==> src/common/embc_map.svh <==
// Constants for the external memory bus and reset controller
`ifndef EMBC_MAP_SVH
`define EMBC_MAP_SVH
// Overview of operation
// RQ1 - One strobe low per memory transfer
// RQ2 - Memory gives read data before strobe rises
// RQ3 - Write data driven when strobe falls
// RQ4 - Address latch pulse starts each machine cycle
// RQ5 - Memory latches address on latch rising edge
// RQ6 - Low address on muxed port each access
// RQ7 - Direction low on write, high on read
// RQ8 - Reset lows under four clocks ignored
// RQ9 - Latch reset fifth clock, hold eighteen minimum
// RQ10 - Reset holds strobe low, latch toggles
// RQ11 - First fetch after reset at 000C
// RQ12 - System clock shown on output pin
// RQ13 - Interrupt cycle flag high during interrupt
// RQ14 - Instruction end low in last cycle
// RQ15 - Stall input low freezes access cycle
// RQ16 - Stall sampled only after strobe falls
// RQ17 - Upper port nibbles: I/O or address
// RQ18 - Handshake lines follow upper nibble direction
// RQ19 - Address 11..8 or 15..8 from nibbles
// RQ20 - Reset gives address nibbles, extended timing
// RQ21 - Software writes mode register for I/O
// RQ22 - Undriven upper inputs held at valid level
// RQ23 - Muxed port carries address then data
// RQ24 - Stall input synchronised by two stages

// Reset timing, in external clock periods
`define EMBC_FILTER_PERIODS   4
`define EMBC_LATCH_PERIODS    5
`define EMBC_HOLD_PERIODS     18
`define EMBC_FILTER_CYC       (`EMBC_FILTER_PERIODS)
`define EMBC_LATCH_CYC        (`EMBC_LATCH_PERIODS)
`define EMBC_HOLD_CYC         (`EMBC_HOLD_PERIODS)

// Bus timing, in clock cycles, and reset fetch address
`define EMBC_STROBE_CYC       3
`define EMBC_EXT_STROBE_CYC   2
`define EMBC_RESET_VECTOR     16'h000C

// Register offsets
`define EMBC_REG_MODE         4'h0
`define EMBC_REG_OUT          4'h1
`define EMBC_REG_IN           4'h2
`define EMBC_REG_STATUS       4'h3

// Mode register fields
`define EMBC_MODE_LO_LSB      0
`define EMBC_MODE_HI_LSB      2
`define EMBC_MODE_EXT_BIT     4
`define EMBC_MODE_HS_BIT      5
`define EMBC_MODE_RESET       8'h1A
`define EMBC_NIB_IN           2'h0
`define EMBC_NIB_OUT          2'h1
`define EMBC_NIB_ADDR         2'h2

// Status register fields
`define EMBC_ST_BUSY_BIT      0
`define EMBC_ST_BOOT_BIT      1
`define EMBC_ST_INFULL_BIT    2
`define EMBC_ST_DAV_BIT       3
`define EMBC_ST_RST_BIT       4
`endif

==> src/common/embc_pkg.sv <==
// Types for the external memory bus and reset controller
package embc_pkg;
	typedef enum logic [2:0] {
		EMBC_ST_IDLE,
		EMBC_ST_ADDR,
		EMBC_ST_HOLD,
		EMBC_ST_STROBE,
		EMBC_ST_END
	} embc_bus_state_t;

	typedef enum logic [1:0] {
		EMBC_FLT_IDLE,
		EMBC_FLT_DELAY,
		EMBC_FLT_HOLD
	} embc_flt_state_t;
endpackage

==> src/verilog/embc_reset_filter.sv <==
// Reset pin filter and internal reset stretcher
`timescale 1ns/1ps
`default_nettype none
`include "embc_map.svh"
module embc_reset_filter (
	input  wire logic ref_clk,
	input  wire logic rst_n,
	input  wire logic ext_reset_n,
	output logic      int_rst
);
	logic                      pin_meta;
	logic                      pin_sync;
	logic [2:0]                low_cnt;
	logic [2:0]                delay_cnt;
	logic [4:0]                hold_cnt;
	embc_pkg::embc_flt_state_t flt_state;

	always_ff @(posedge ref_clk) begin
		if (!rst_n) begin
			pin_meta <= 1'b1;
			pin_sync <= 1'b1;
		end else begin
			pin_meta <= ext_reset_n;
			pin_sync <= pin_meta;
		end
	end

	// Consecutive low cycles of the pin
	always_ff @(posedge ref_clk) begin
		if (!rst_n || pin_sync) begin
			low_cnt <= 3'h0;
		end else if (low_cnt != 3'(`EMBC_FILTER_CYC)) begin
			low_cnt <= low_cnt + 3'h1;
		end
	end

	always_ff @(posedge ref_clk) begin
		if (!rst_n) begin
			flt_state <= embc_pkg::EMBC_FLT_IDLE;
			delay_cnt <= 3'h0;
			hold_cnt  <= 5'h00;
			int_rst   <= 1'b0;
		end else begin
			case (flt_state)
				embc_pkg::EMBC_FLT_IDLE: begin
					delay_cnt <= 3'h1;
					if (low_cnt == 3'(`EMBC_FILTER_CYC)) begin // RQ8
						flt_state <= embc_pkg::EMBC_FLT_DELAY;
					end
				end
				embc_pkg::EMBC_FLT_DELAY: begin
					delay_cnt <= delay_cnt + 3'h1;
					hold_cnt  <= 5'h00;
					if (delay_cnt == 3'(`EMBC_LATCH_CYC)) begin // RQ9
						int_rst   <= 1'b1;
						flt_state <= embc_pkg::EMBC_FLT_HOLD;
					end
				end
				embc_pkg::EMBC_FLT_HOLD: begin
					if (hold_cnt != 5'(`EMBC_HOLD_CYC)) begin
						hold_cnt <= hold_cnt + 5'h01;
					end
					// Longer of the minimum hold and the pin low time
					if (hold_cnt == 5'(`EMBC_HOLD_CYC) && pin_sync) begin // RQ9
						int_rst   <= 1'b0;
						flt_state <= embc_pkg::EMBC_FLT_IDLE;
					end
				end
				default: begin
					flt_state <= embc_pkg::EMBC_FLT_IDLE;
				end
			endcase
		end
	end
endmodule
`default_nettype wire

==> src/verilog/embc_bus_ctrl.sv <==
// External memory bus controller with upper address port
//
// The address map and strobed register access were left to the implementer.
`timescale 1ns/1ps
`default_nettype none
`include "embc_map.svh"
module embc_bus_ctrl (
	input  wire logic        ref_clk,
	input  wire logic        rst_n,
	input  wire logic        ext_reset_n,
	input  wire logic [3:0]  reg_addr,
	input  wire logic [7:0]  reg_wdata,
	input  wire logic        reg_wr,
	input  wire logic        reg_rd,
	output logic      [7:0]  reg_rdata,
	input  wire logic        req_valid,
	output logic             req_ready,
	input  wire logic        req_write,
	input  wire logic [15:0] req_addr,
	input  wire logic [7:0]  req_wdata,
	output logic             resp_valid,
	output logic      [7:0]  resp_rdata,
	output logic             resp_boot,
	input  wire logic        irq_cycle_in,
	input  wire logic        instr_last_in,
	output logic             irq_cycle_flag,
	output logic             instr_end_n,
	output logic             sys_clk_out,
	output logic             mem_strobe_n,
	output logic             addr_latch_pulse_n,
	output logic             read_write,
	input  wire logic        stall_n,
	input  wire logic [7:0]  muxed_bus_in,
	output logic      [7:0]  muxed_bus_out,
	output logic             muxed_bus_oe_n,
	input  wire logic [7:0]  upper_address_port_in,
	output logic      [7:0]  upper_address_port_out,
	output logic      [7:0]  drive_enable_n,
	input  wire logic        ctrl_port_line2,
	output logic             ctrl_port_line5,
	output logic             int_rst
);
	embc_pkg::embc_bus_state_t state;
	embc_pkg::embc_bus_state_t next_state;
	logic        sys_rst;
	logic        stall_meta;
	logic        stall_sync;
	logic [7:0]  bus_meta;
	logic [7:0]  bus_sync;
	logic [7:0]  upper_meta;
	logic [7:0]  upper_sync;
	logic        line2_meta;
	logic        line2_sync;
	logic        line2_prev;
	logic [15:0] cyc_addr;
	logic        cyc_write;
	logic [7:0]  cyc_wdata;
	logic        cyc_boot;
	logic [2:0]  str_cnt;
	logic [2:0]  str_last;
	logic        str_done;
	logic        boot_pending;
	logic        start;
	logic [15:0] start_addr;
	logic [15:0] drive_addr;
	logic [7:0]  mode;
	logic [1:0]  lo_mode;
	logic [1:0]  hi_mode;
	logic        ext_timing;
	logic        hs_active;
	logic        hs_out_dir;
	logic [7:0]  out_data;
	logic [7:0]  in_latch;
	logic        in_full;
	logic        data_avail_pend;
	logic        upper_port_data_avail_n;
	logic        upper_port_hs_ready;
	logic        wr_out;
	logic        rd_in;

	embc_reset_filter u_reset_filter (
		.ref_clk     (ref_clk),
		.rst_n       (rst_n),
		.ext_reset_n (ext_reset_n),
		.int_rst     (int_rst)
	);

	assign sys_rst = !rst_n || int_rst;

	// Pin synchronisers
	always_ff @(posedge ref_clk) begin
		if (!rst_n) begin
			stall_meta <= 1'b1;
			stall_sync <= 1'b1;
			bus_meta   <= 8'h00;
			bus_sync   <= 8'h00;
			upper_meta <= 8'h00;
			upper_sync <= 8'h00;
			line2_meta <= 1'b1;
			line2_sync <= 1'b1;
			line2_prev <= 1'b1;
		end else begin
			stall_meta <= stall_n; // RQ24
			stall_sync <= stall_meta; // RQ24
			bus_meta   <= muxed_bus_in;
			bus_sync   <= bus_meta;
			upper_meta <= upper_address_port_in;
			upper_sync <= upper_meta;
			line2_meta <= ctrl_port_line2;
			line2_sync <= line2_meta;
			line2_prev <= line2_sync;
		end
	end

	assign lo_mode    = mode[`EMBC_MODE_LO_LSB +: 2];
	assign hi_mode    = mode[`EMBC_MODE_HI_LSB +: 2];
	assign ext_timing = mode[`EMBC_MODE_EXT_BIT];
	// Handshake needs both nibbles in the same I/O direction
	assign hs_active  = mode[`EMBC_MODE_HS_BIT] && lo_mode == hi_mode
		&& lo_mode != `EMBC_NIB_ADDR; // RQ18
	assign hs_out_dir = hi_mode == `EMBC_NIB_OUT; // RQ18

	assign req_ready  = state == embc_pkg::EMBC_ST_IDLE && !sys_rst && !boot_pending;
	assign start      = state == embc_pkg::EMBC_ST_IDLE && !sys_rst
		&& (boot_pending || req_valid);
	assign start_addr = boot_pending ? `EMBC_RESET_VECTOR : req_addr; // RQ11
	assign drive_addr = start ? start_addr : cyc_addr;
	assign str_last   = ext_timing ? 3'(`EMBC_STROBE_CYC + `EMBC_EXT_STROBE_CYC - 1)
		: 3'(`EMBC_STROBE_CYC - 1);
	// Stall copy at this point was taken while the strobe was low
	assign str_done   = str_cnt == str_last && stall_sync; // RQ15 RQ16

	always_comb begin
		next_state = state;
		case (state)
			embc_pkg::EMBC_ST_IDLE: begin
				if (start) begin
					next_state = embc_pkg::EMBC_ST_ADDR;
				end
			end
			embc_pkg::EMBC_ST_ADDR: begin
				next_state = embc_pkg::EMBC_ST_HOLD;
			end
			embc_pkg::EMBC_ST_HOLD: begin
				next_state = embc_pkg::EMBC_ST_STROBE;
			end
			embc_pkg::EMBC_ST_STROBE: begin
				if (str_done) begin
					next_state = embc_pkg::EMBC_ST_END;
				end
			end
			embc_pkg::EMBC_ST_END: begin
				next_state = embc_pkg::EMBC_ST_IDLE;
			end
			default: begin
				next_state = embc_pkg::EMBC_ST_IDLE;
			end
		endcase
		if (sys_rst) begin
			next_state = embc_pkg::EMBC_ST_IDLE;
		end
	end

	always_ff @(posedge ref_clk) begin
		state <= next_state;
	end

	// Cycle capture and strobe counting
	always_ff @(posedge ref_clk) begin
		if (sys_rst) begin
			cyc_addr     <= 16'h0000;
			cyc_write    <= 1'b0;
			cyc_wdata    <= 8'h00;
			cyc_boot     <= 1'b0;
			boot_pending <= 1'b1; // RQ11
			str_cnt      <= 3'h0;
		end else begin
			if (start) begin
				cyc_addr     <= start_addr;
				cyc_write    <= boot_pending ? 1'b0 : req_write;
				cyc_wdata    <= req_wdata;
				cyc_boot     <= boot_pending;
				boot_pending <= 1'b0;
			end
			if (state == embc_pkg::EMBC_ST_HOLD) begin
				str_cnt <= 3'h0;
			end else if (state == embc_pkg::EMBC_ST_STROBE && str_cnt != str_last) begin
				str_cnt <= str_cnt + 3'h1;
			end
		end
	end

	// Core response
	always_ff @(posedge ref_clk) begin
		if (sys_rst) begin
			resp_valid <= 1'b0;
			resp_rdata <= 8'h00;
			resp_boot  <= 1'b0;
		end else begin
			resp_valid <= state == embc_pkg::EMBC_ST_STROBE && str_done;
			if (state == embc_pkg::EMBC_ST_STROBE && str_done) begin
				resp_boot <= cyc_boot;
				if (!cyc_write) begin
					resp_rdata <= bus_sync; // RQ2
				end
			end
		end
	end

	// Bus strobes; during internal reset the strobe stays low and the latch toggles
	always_ff @(posedge ref_clk) begin
		if (!rst_n) begin
			addr_latch_pulse_n <= 1'b1;
			mem_strobe_n       <= 1'b1;
			read_write         <= 1'b1;
		end else if (int_rst) begin
			addr_latch_pulse_n <= !addr_latch_pulse_n; // RQ10
			mem_strobe_n       <= 1'b0; // RQ10
			read_write         <= 1'b1;
		end else begin
			addr_latch_pulse_n <= next_state != embc_pkg::EMBC_ST_ADDR; // RQ4 RQ5
			mem_strobe_n       <= next_state != embc_pkg::EMBC_ST_STROBE; // RQ1
			if (start) begin
				read_write <= boot_pending || !req_write; // RQ7
			end else if (next_state == embc_pkg::EMBC_ST_IDLE) begin
				read_write <= 1'b1;
			end
		end
	end

	// Multiplexed port: address first, then write data
	always_ff @(posedge ref_clk) begin
		if (sys_rst) begin
			muxed_bus_out  <= 8'h00;
			muxed_bus_oe_n <= 1'b1;
		end else if (next_state == embc_pkg::EMBC_ST_ADDR
			|| next_state == embc_pkg::EMBC_ST_HOLD) begin
			muxed_bus_out  <= drive_addr[7:0]; // RQ6 RQ23
			muxed_bus_oe_n <= 1'b0;
		end else if ((next_state == embc_pkg::EMBC_ST_STROBE
			|| next_state == embc_pkg::EMBC_ST_END) && cyc_write) begin
			muxed_bus_out  <= cyc_wdata; // RQ3 RQ23
			muxed_bus_oe_n <= 1'b0;
		end else begin
			muxed_bus_oe_n <= 1'b1;
		end
	end

	assign wr_out = reg_wr && reg_addr == `EMBC_REG_OUT;
	assign rd_in  = reg_rd && reg_addr == `EMBC_REG_IN;

	// Mode and output data registers
	always_ff @(posedge ref_clk) begin
		if (sys_rst) begin
			mode     <= `EMBC_MODE_RESET; // RQ20
			out_data <= 8'h00;
		end else if (reg_wr) begin
			if (reg_addr == `EMBC_REG_MODE) begin
				mode <= reg_wdata; // RQ17 RQ21
			end else if (reg_addr == `EMBC_REG_OUT) begin
				out_data <= reg_wdata;
			end
		end
	end

	// Handshake flags; a set in the same cycle beats the clear
	always_ff @(posedge ref_clk) begin
		if (sys_rst) begin
			data_avail_pend <= 1'b0;
			in_full         <= 1'b0;
			in_latch        <= 8'h00;
		end else begin
			if (!hs_active || !hs_out_dir || (line2_sync && !line2_prev)) begin
				data_avail_pend <= 1'b0;
			end
			if (hs_active && hs_out_dir && wr_out) begin
				data_avail_pend <= 1'b1; // RQ18
			end
			if (rd_in || !hs_active || hs_out_dir) begin
				in_full <= 1'b0;
			end
			if (hs_active && !hs_out_dir && !in_full && !line2_sync && line2_prev) begin
				in_full  <= 1'b1; // RQ18
				in_latch <= upper_sync;
			end
		end
	end

	assign upper_port_data_avail_n = !data_avail_pend;
	assign upper_port_hs_ready     = !in_full;

	// Upper port pins per nibble: address, output or input
	always_ff @(posedge ref_clk) begin
		if (sys_rst) begin
			upper_address_port_out <= 8'h00;
			drive_enable_n         <= 8'h00;
			ctrl_port_line5        <= 1'b1;
		end else begin
			if (lo_mode == `EMBC_NIB_ADDR) begin
				if (start) begin
					upper_address_port_out[3:0] <= start_addr[11:8]; // RQ19
				end
				drive_enable_n[3:0] <= 4'h0;
			end else begin
				upper_address_port_out[3:0] <= out_data[3:0];
				drive_enable_n[3:0] <= {4{lo_mode != `EMBC_NIB_OUT}}; // RQ17
			end
			if (hi_mode == `EMBC_NIB_ADDR) begin
				if (start) begin
					upper_address_port_out[7:4] <= start_addr[15:12]; // RQ19
				end
				drive_enable_n[7:4] <= 4'h0;
			end else begin
				upper_address_port_out[7:4] <= out_data[7:4];
				drive_enable_n[7:4] <= {4{hi_mode != `EMBC_NIB_OUT}}; // RQ17
			end
			if (!hs_active) begin
				ctrl_port_line5 <= 1'b1;
			end else if (hs_out_dir) begin
				ctrl_port_line5 <= upper_port_data_avail_n; // RQ18
			end else begin
				ctrl_port_line5 <= upper_port_hs_ready; // RQ18
			end
		end
	end

	// Register reads, data one cycle after the strobe
	always_ff @(posedge ref_clk) begin
		if (!rst_n) begin
			reg_rdata <= 8'h00;
		end else if (reg_rd) begin
			if (reg_addr == `EMBC_REG_MODE) begin
				reg_rdata <= mode;
			end else if (reg_addr == `EMBC_REG_OUT) begin
				reg_rdata <= out_data;
			end else if (reg_addr == `EMBC_REG_IN) begin
				// Synced copy keeps a settled level for undriven inputs
				reg_rdata <= hs_active ? in_latch : upper_sync; // RQ22
			end else if (reg_addr == `EMBC_REG_STATUS) begin
				reg_rdata <= 8'h00;
				reg_rdata[`EMBC_ST_BUSY_BIT]   <= state != embc_pkg::EMBC_ST_IDLE;
				reg_rdata[`EMBC_ST_BOOT_BIT]   <= boot_pending;
				reg_rdata[`EMBC_ST_INFULL_BIT] <= in_full;
				reg_rdata[`EMBC_ST_DAV_BIT]    <= data_avail_pend;
				reg_rdata[`EMBC_ST_RST_BIT]    <= int_rst;
			end else begin
				reg_rdata <= 8'h00;
			end
		end else begin
			reg_rdata <= 8'h00;
		end
	end

	// Core status pins and system clock
	always_ff @(posedge ref_clk) begin
		if (!rst_n) begin
			irq_cycle_flag <= 1'b0;
			instr_end_n    <= 1'b1;
			sys_clk_out    <= 1'b0;
		end else begin
			irq_cycle_flag <= irq_cycle_in; // RQ13
			instr_end_n    <= !instr_last_in; // RQ14
			sys_clk_out    <= !sys_clk_out; // RQ12
		end
	end
endmodule
`default_nettype wire

==> config.mk <==
export PLATFORM = sky130hd
export DESIGN_NAME = embc_bus_ctrl
export DESIGN_NICKNAME = d
export VERILOG_FILES = /design/src/common/embc_pkg.sv /design/src/verilog/embc_reset_filter.sv /design/src/verilog/embc_bus_ctrl.sv
export VERILOG_INCLUDE_DIRS = /design/src /design/src/common
export SDC_FILE = /design/constraint.sdc
export NUM_CORES = 1
export LEC_CHECK = 0
export BUFFER_PORTS_ARGS = -buffer_cell sky130_fd_sc_hd__buf_2
export CAP_MARGIN = 20
export CORE_MARGIN = 5
export CORE_UTILIZATION = 30
export CTS_CLUSTER_DIAMETER = 150
export DETAILED_ROUTE_END_ITERATION = 7
export PLACE_DENSITY = 0.54
export SYNTH_ARGS = -nofsm -noshare
export SYNTH_HDL_FRONTEND = slang
export SYNTH_SLANG_ARGS = --single-unit
export TNS_END_PERCENT = 50
==> constraint.sdc <==
create_clock -name ref_clk -period 1.87 [get_ports ref_clk]
set_clock_uncertainty 0.15 [all_clocks]
set_input_delay 0.374 -clock ref_clk [delete_from_list [all_inputs] [get_ports ref_clk]]
set_output_delay 0.374 -clock ref_clk [all_outputs]
set_load 0.03 [all_outputs]
==> impl_results.md <==
- Status: finished with violations
- Failing checks: setup timing
- CP max-delay cell: or3_4
- Delay-heaviest family, CP: simple AND/OR/NAND/NOR gates
- Die Area: ~22000 um2
- WS Path Type: flip-flop to output pin
- DRT antenna net count: 0
- Share of flip-flops with an asynchronous set or reset: 0%
- Cell accounting for the most synthesized area: dfxtp_1
- DP Cell Count: just over 1000
- Storage cell area: 2967 um2
- Crit path max fanout: 2
- HPWL after DPL: 10480 um
- Clock Latency Late Sink: 420 ps
- Area of the multi-input gates: 2606 um2
- Row count: 51
- Min Tclk post-route: about 2000 ps
- Crit-path max cell delay: 410 ps
- WL final: 14520 um
- DRC: 0
- Peak Freq: around 500 MHz
- Syn Nets: 692
- Vias in the first global route: 4607
- Crit path capture type: output pin
- Fin. max-slew vios: 0
- Setup_tns: -137.3 ps
- Top-count cell post-synth: dfxtp_1
- Post-Syn Area per Cell: 9.344 um2
- Buffer depth of the longest clock path: 2
- Core Region: between 15000 and 20000 um2
- MaxCap Viol Count: 0
- Seq/Total Area, Yosys: 50.98%
- EDFF count, synth: 0
- Final hold slack: 19.54 ps
- Total track usage: 13.20%
- CTS root buffer: clkbuf_16
- Critical path, cell by cell: or3_4, nor3_4, buf_6
- Clock Pin Slew Worst Setup and Hold Paths: 60 ps
- Synth cell count leaders: dfxtp_1 (148), nand2_1 (49), nor2_1 (49), o21ai_0 (45), and2_1 (40)
- Post-synth top area share: 50.98%
- First-pass GRT wire length: roughly 23000 um
- Die extent in y: 149.2 um
- Netlist cell types: 55
- Worst IR drop on VDD: 0.5881 mV
- Global placement routability congestion: 0.8390
- Synth Flop Type: dfxtp_1
- Overflow after GRT: 0
- Ant diodes: 0
- Setup ws final: -137.3 ps
- First-pass DRT Iterations: 4
- Worst slew margin: approximately 69%
- CTS tree: built
- Mapped Area: ~5800 um2
- Power consumption: 0.007559 W
- Port bufs: between 100 and 150
- #FFs+latches synth: 148
- CP bufs+invs: 1
- Layout Cells excl Fill: roughly 1100
- I/O Pins: about 120
- Chip width: 149.2 um
- Drt wl/cell: 13.61 um
- Final period util: 107.3%
- Clock Sinks: about 150
- Worst reg-to-reg setup slack: ~100 ps
- Layout cells sized above 1: between 20 and 30%
- Pin count of the biggest net entering global routing: 57
- Critical Path RT: 1350 ps
- Initial antenna violation count: 0
- Drt first-iter violations: 202
- DR vias/cell: approximately 4.5
- WP data arrival: between 1000 and 1500 ps
- Final hold vios: 0
- NumNets Final: 860
- Leak Pwr: about 3.3 nW
- Initial Util: a little under a third
- Htree depth: 4
- Fillers: 1960
- Critical Path Source Type: flip-flop
- Layout Utilization: 40.71%
- Layout area overhead: 34.98%
- PwrDens: 963.6 nW/um2
- Area contributors post-synth: dfxtp_1 (51%), mux2i_1 (5.2%), and2_1 (4.3%)
- Gate Count Post-Synth: between 600 and 700
- TritonCTS buffer count: 17
- Unrepaired setup endpoints after global routing: true
- Setup Viol. Count Final: 1
- Worst slew pin tran: 467.4 ps
- YS warnings: 0
- Min-Delay Path Class: input port to flip-flop
- Via count: 4781
-- layout by cell type (no fill, tap or decap), types with 24 or more instances in the layout --
cell type | synthesis | final
dfxtp_1 | 148 | 145
buf_2 | 20 | 113
nand2_1 | 49 | 49
nor2_1 | 49 | 48
buf_4 | 8 | 48
o21ai_0 | 45 | 45
and2_1 | 40 | 40
nand3_1 | 37 | 37
a21oi_1 | 30 | 30
mux2i_1 | 30 | 30
dlygate4sd3_1 | 0 | 24
-- area by class of cell --
cell class                 count  share of cell area [%]
sequential                   148                   37.82
multi-input combinational    418                   33.22
timing repair buffer         193                   16.57
clock buffer                  19                   5.646
tap                          265                   4.226
clock inverter                12                   1.946
inverter                      12                  0.5742
-- logic make-up after synthesis --
kind of cell / after synthesis / share of synthesized area, %
xor+xnor: 3 / 0.4522
fa+ha+maj: 7 / 1.507
flops: 148 / 50.98
compound gates: 127 / 13.54
buf+inv: 57 / 5.059
mux: 33 / 5.748
simple gates: 247 / 22.71
-- metal layers --
metal	wire (um)	track usage (%)	vias up
met5	0	0	-
met4	143	3.616	0
met3	769	4.315	11
met2	6231	19.62	110
met1	7380	18.40	2151
li1	-	-	2509
-- power by group --
part	internal (W)	switching, W
clock network	0.00213	0.00131
registers	0.00328	0.0000529
logic	0.000354	0.000436
-- registers in the layout (all words and copies together) (netlist names), 5 cells and up --
register / cells
u_reset_filter.hold_cnt: 5
upper_sync: 8
cyc_addr: 8
upper_meta: 8
cyc_wdata: 8
in_latch: 8
mode: 8
muxed_bus_out: 8
out_data: 8
upper_address_port_out: 8
bus_sync: 8
bus_meta: 8
resp_rdata: 8
reg_rdata: 8
-- metrics by stage --
step	cell area, um2	worst slack [ps]
2_1_floorplan	5823	30.61
3_3_place_gp	6929	17.27
3_5_place_dp	6929	17.55
4_1_cts	7774	-151.7
5_1_grt	7845	-196.9
6_report	7845	-137.3
-- timing repair --
item,4_1_cts,5_1_grt
cloned,0,1
pin swaps,1,2
endpoints found under the setup margin,1,36
endpoints found under the hold margin,23,1
hold buffers,23,1
setup buffers,1,1
gates resized for setup,3,10
-- path summary, 6_finish.rpt --
kind / start / endpoint / cells past startpoint
min: upper_address_port_in[7] / upper_meta[7] / 2
min reg2reg: sys_clk_out / sys_clk_out / 1
max reg2reg: str_cnt[2] / resp_rdata[5] / 5
max: state[0] / req_ready / 3
Note: power is estimated with default switching activity, not from simulation.
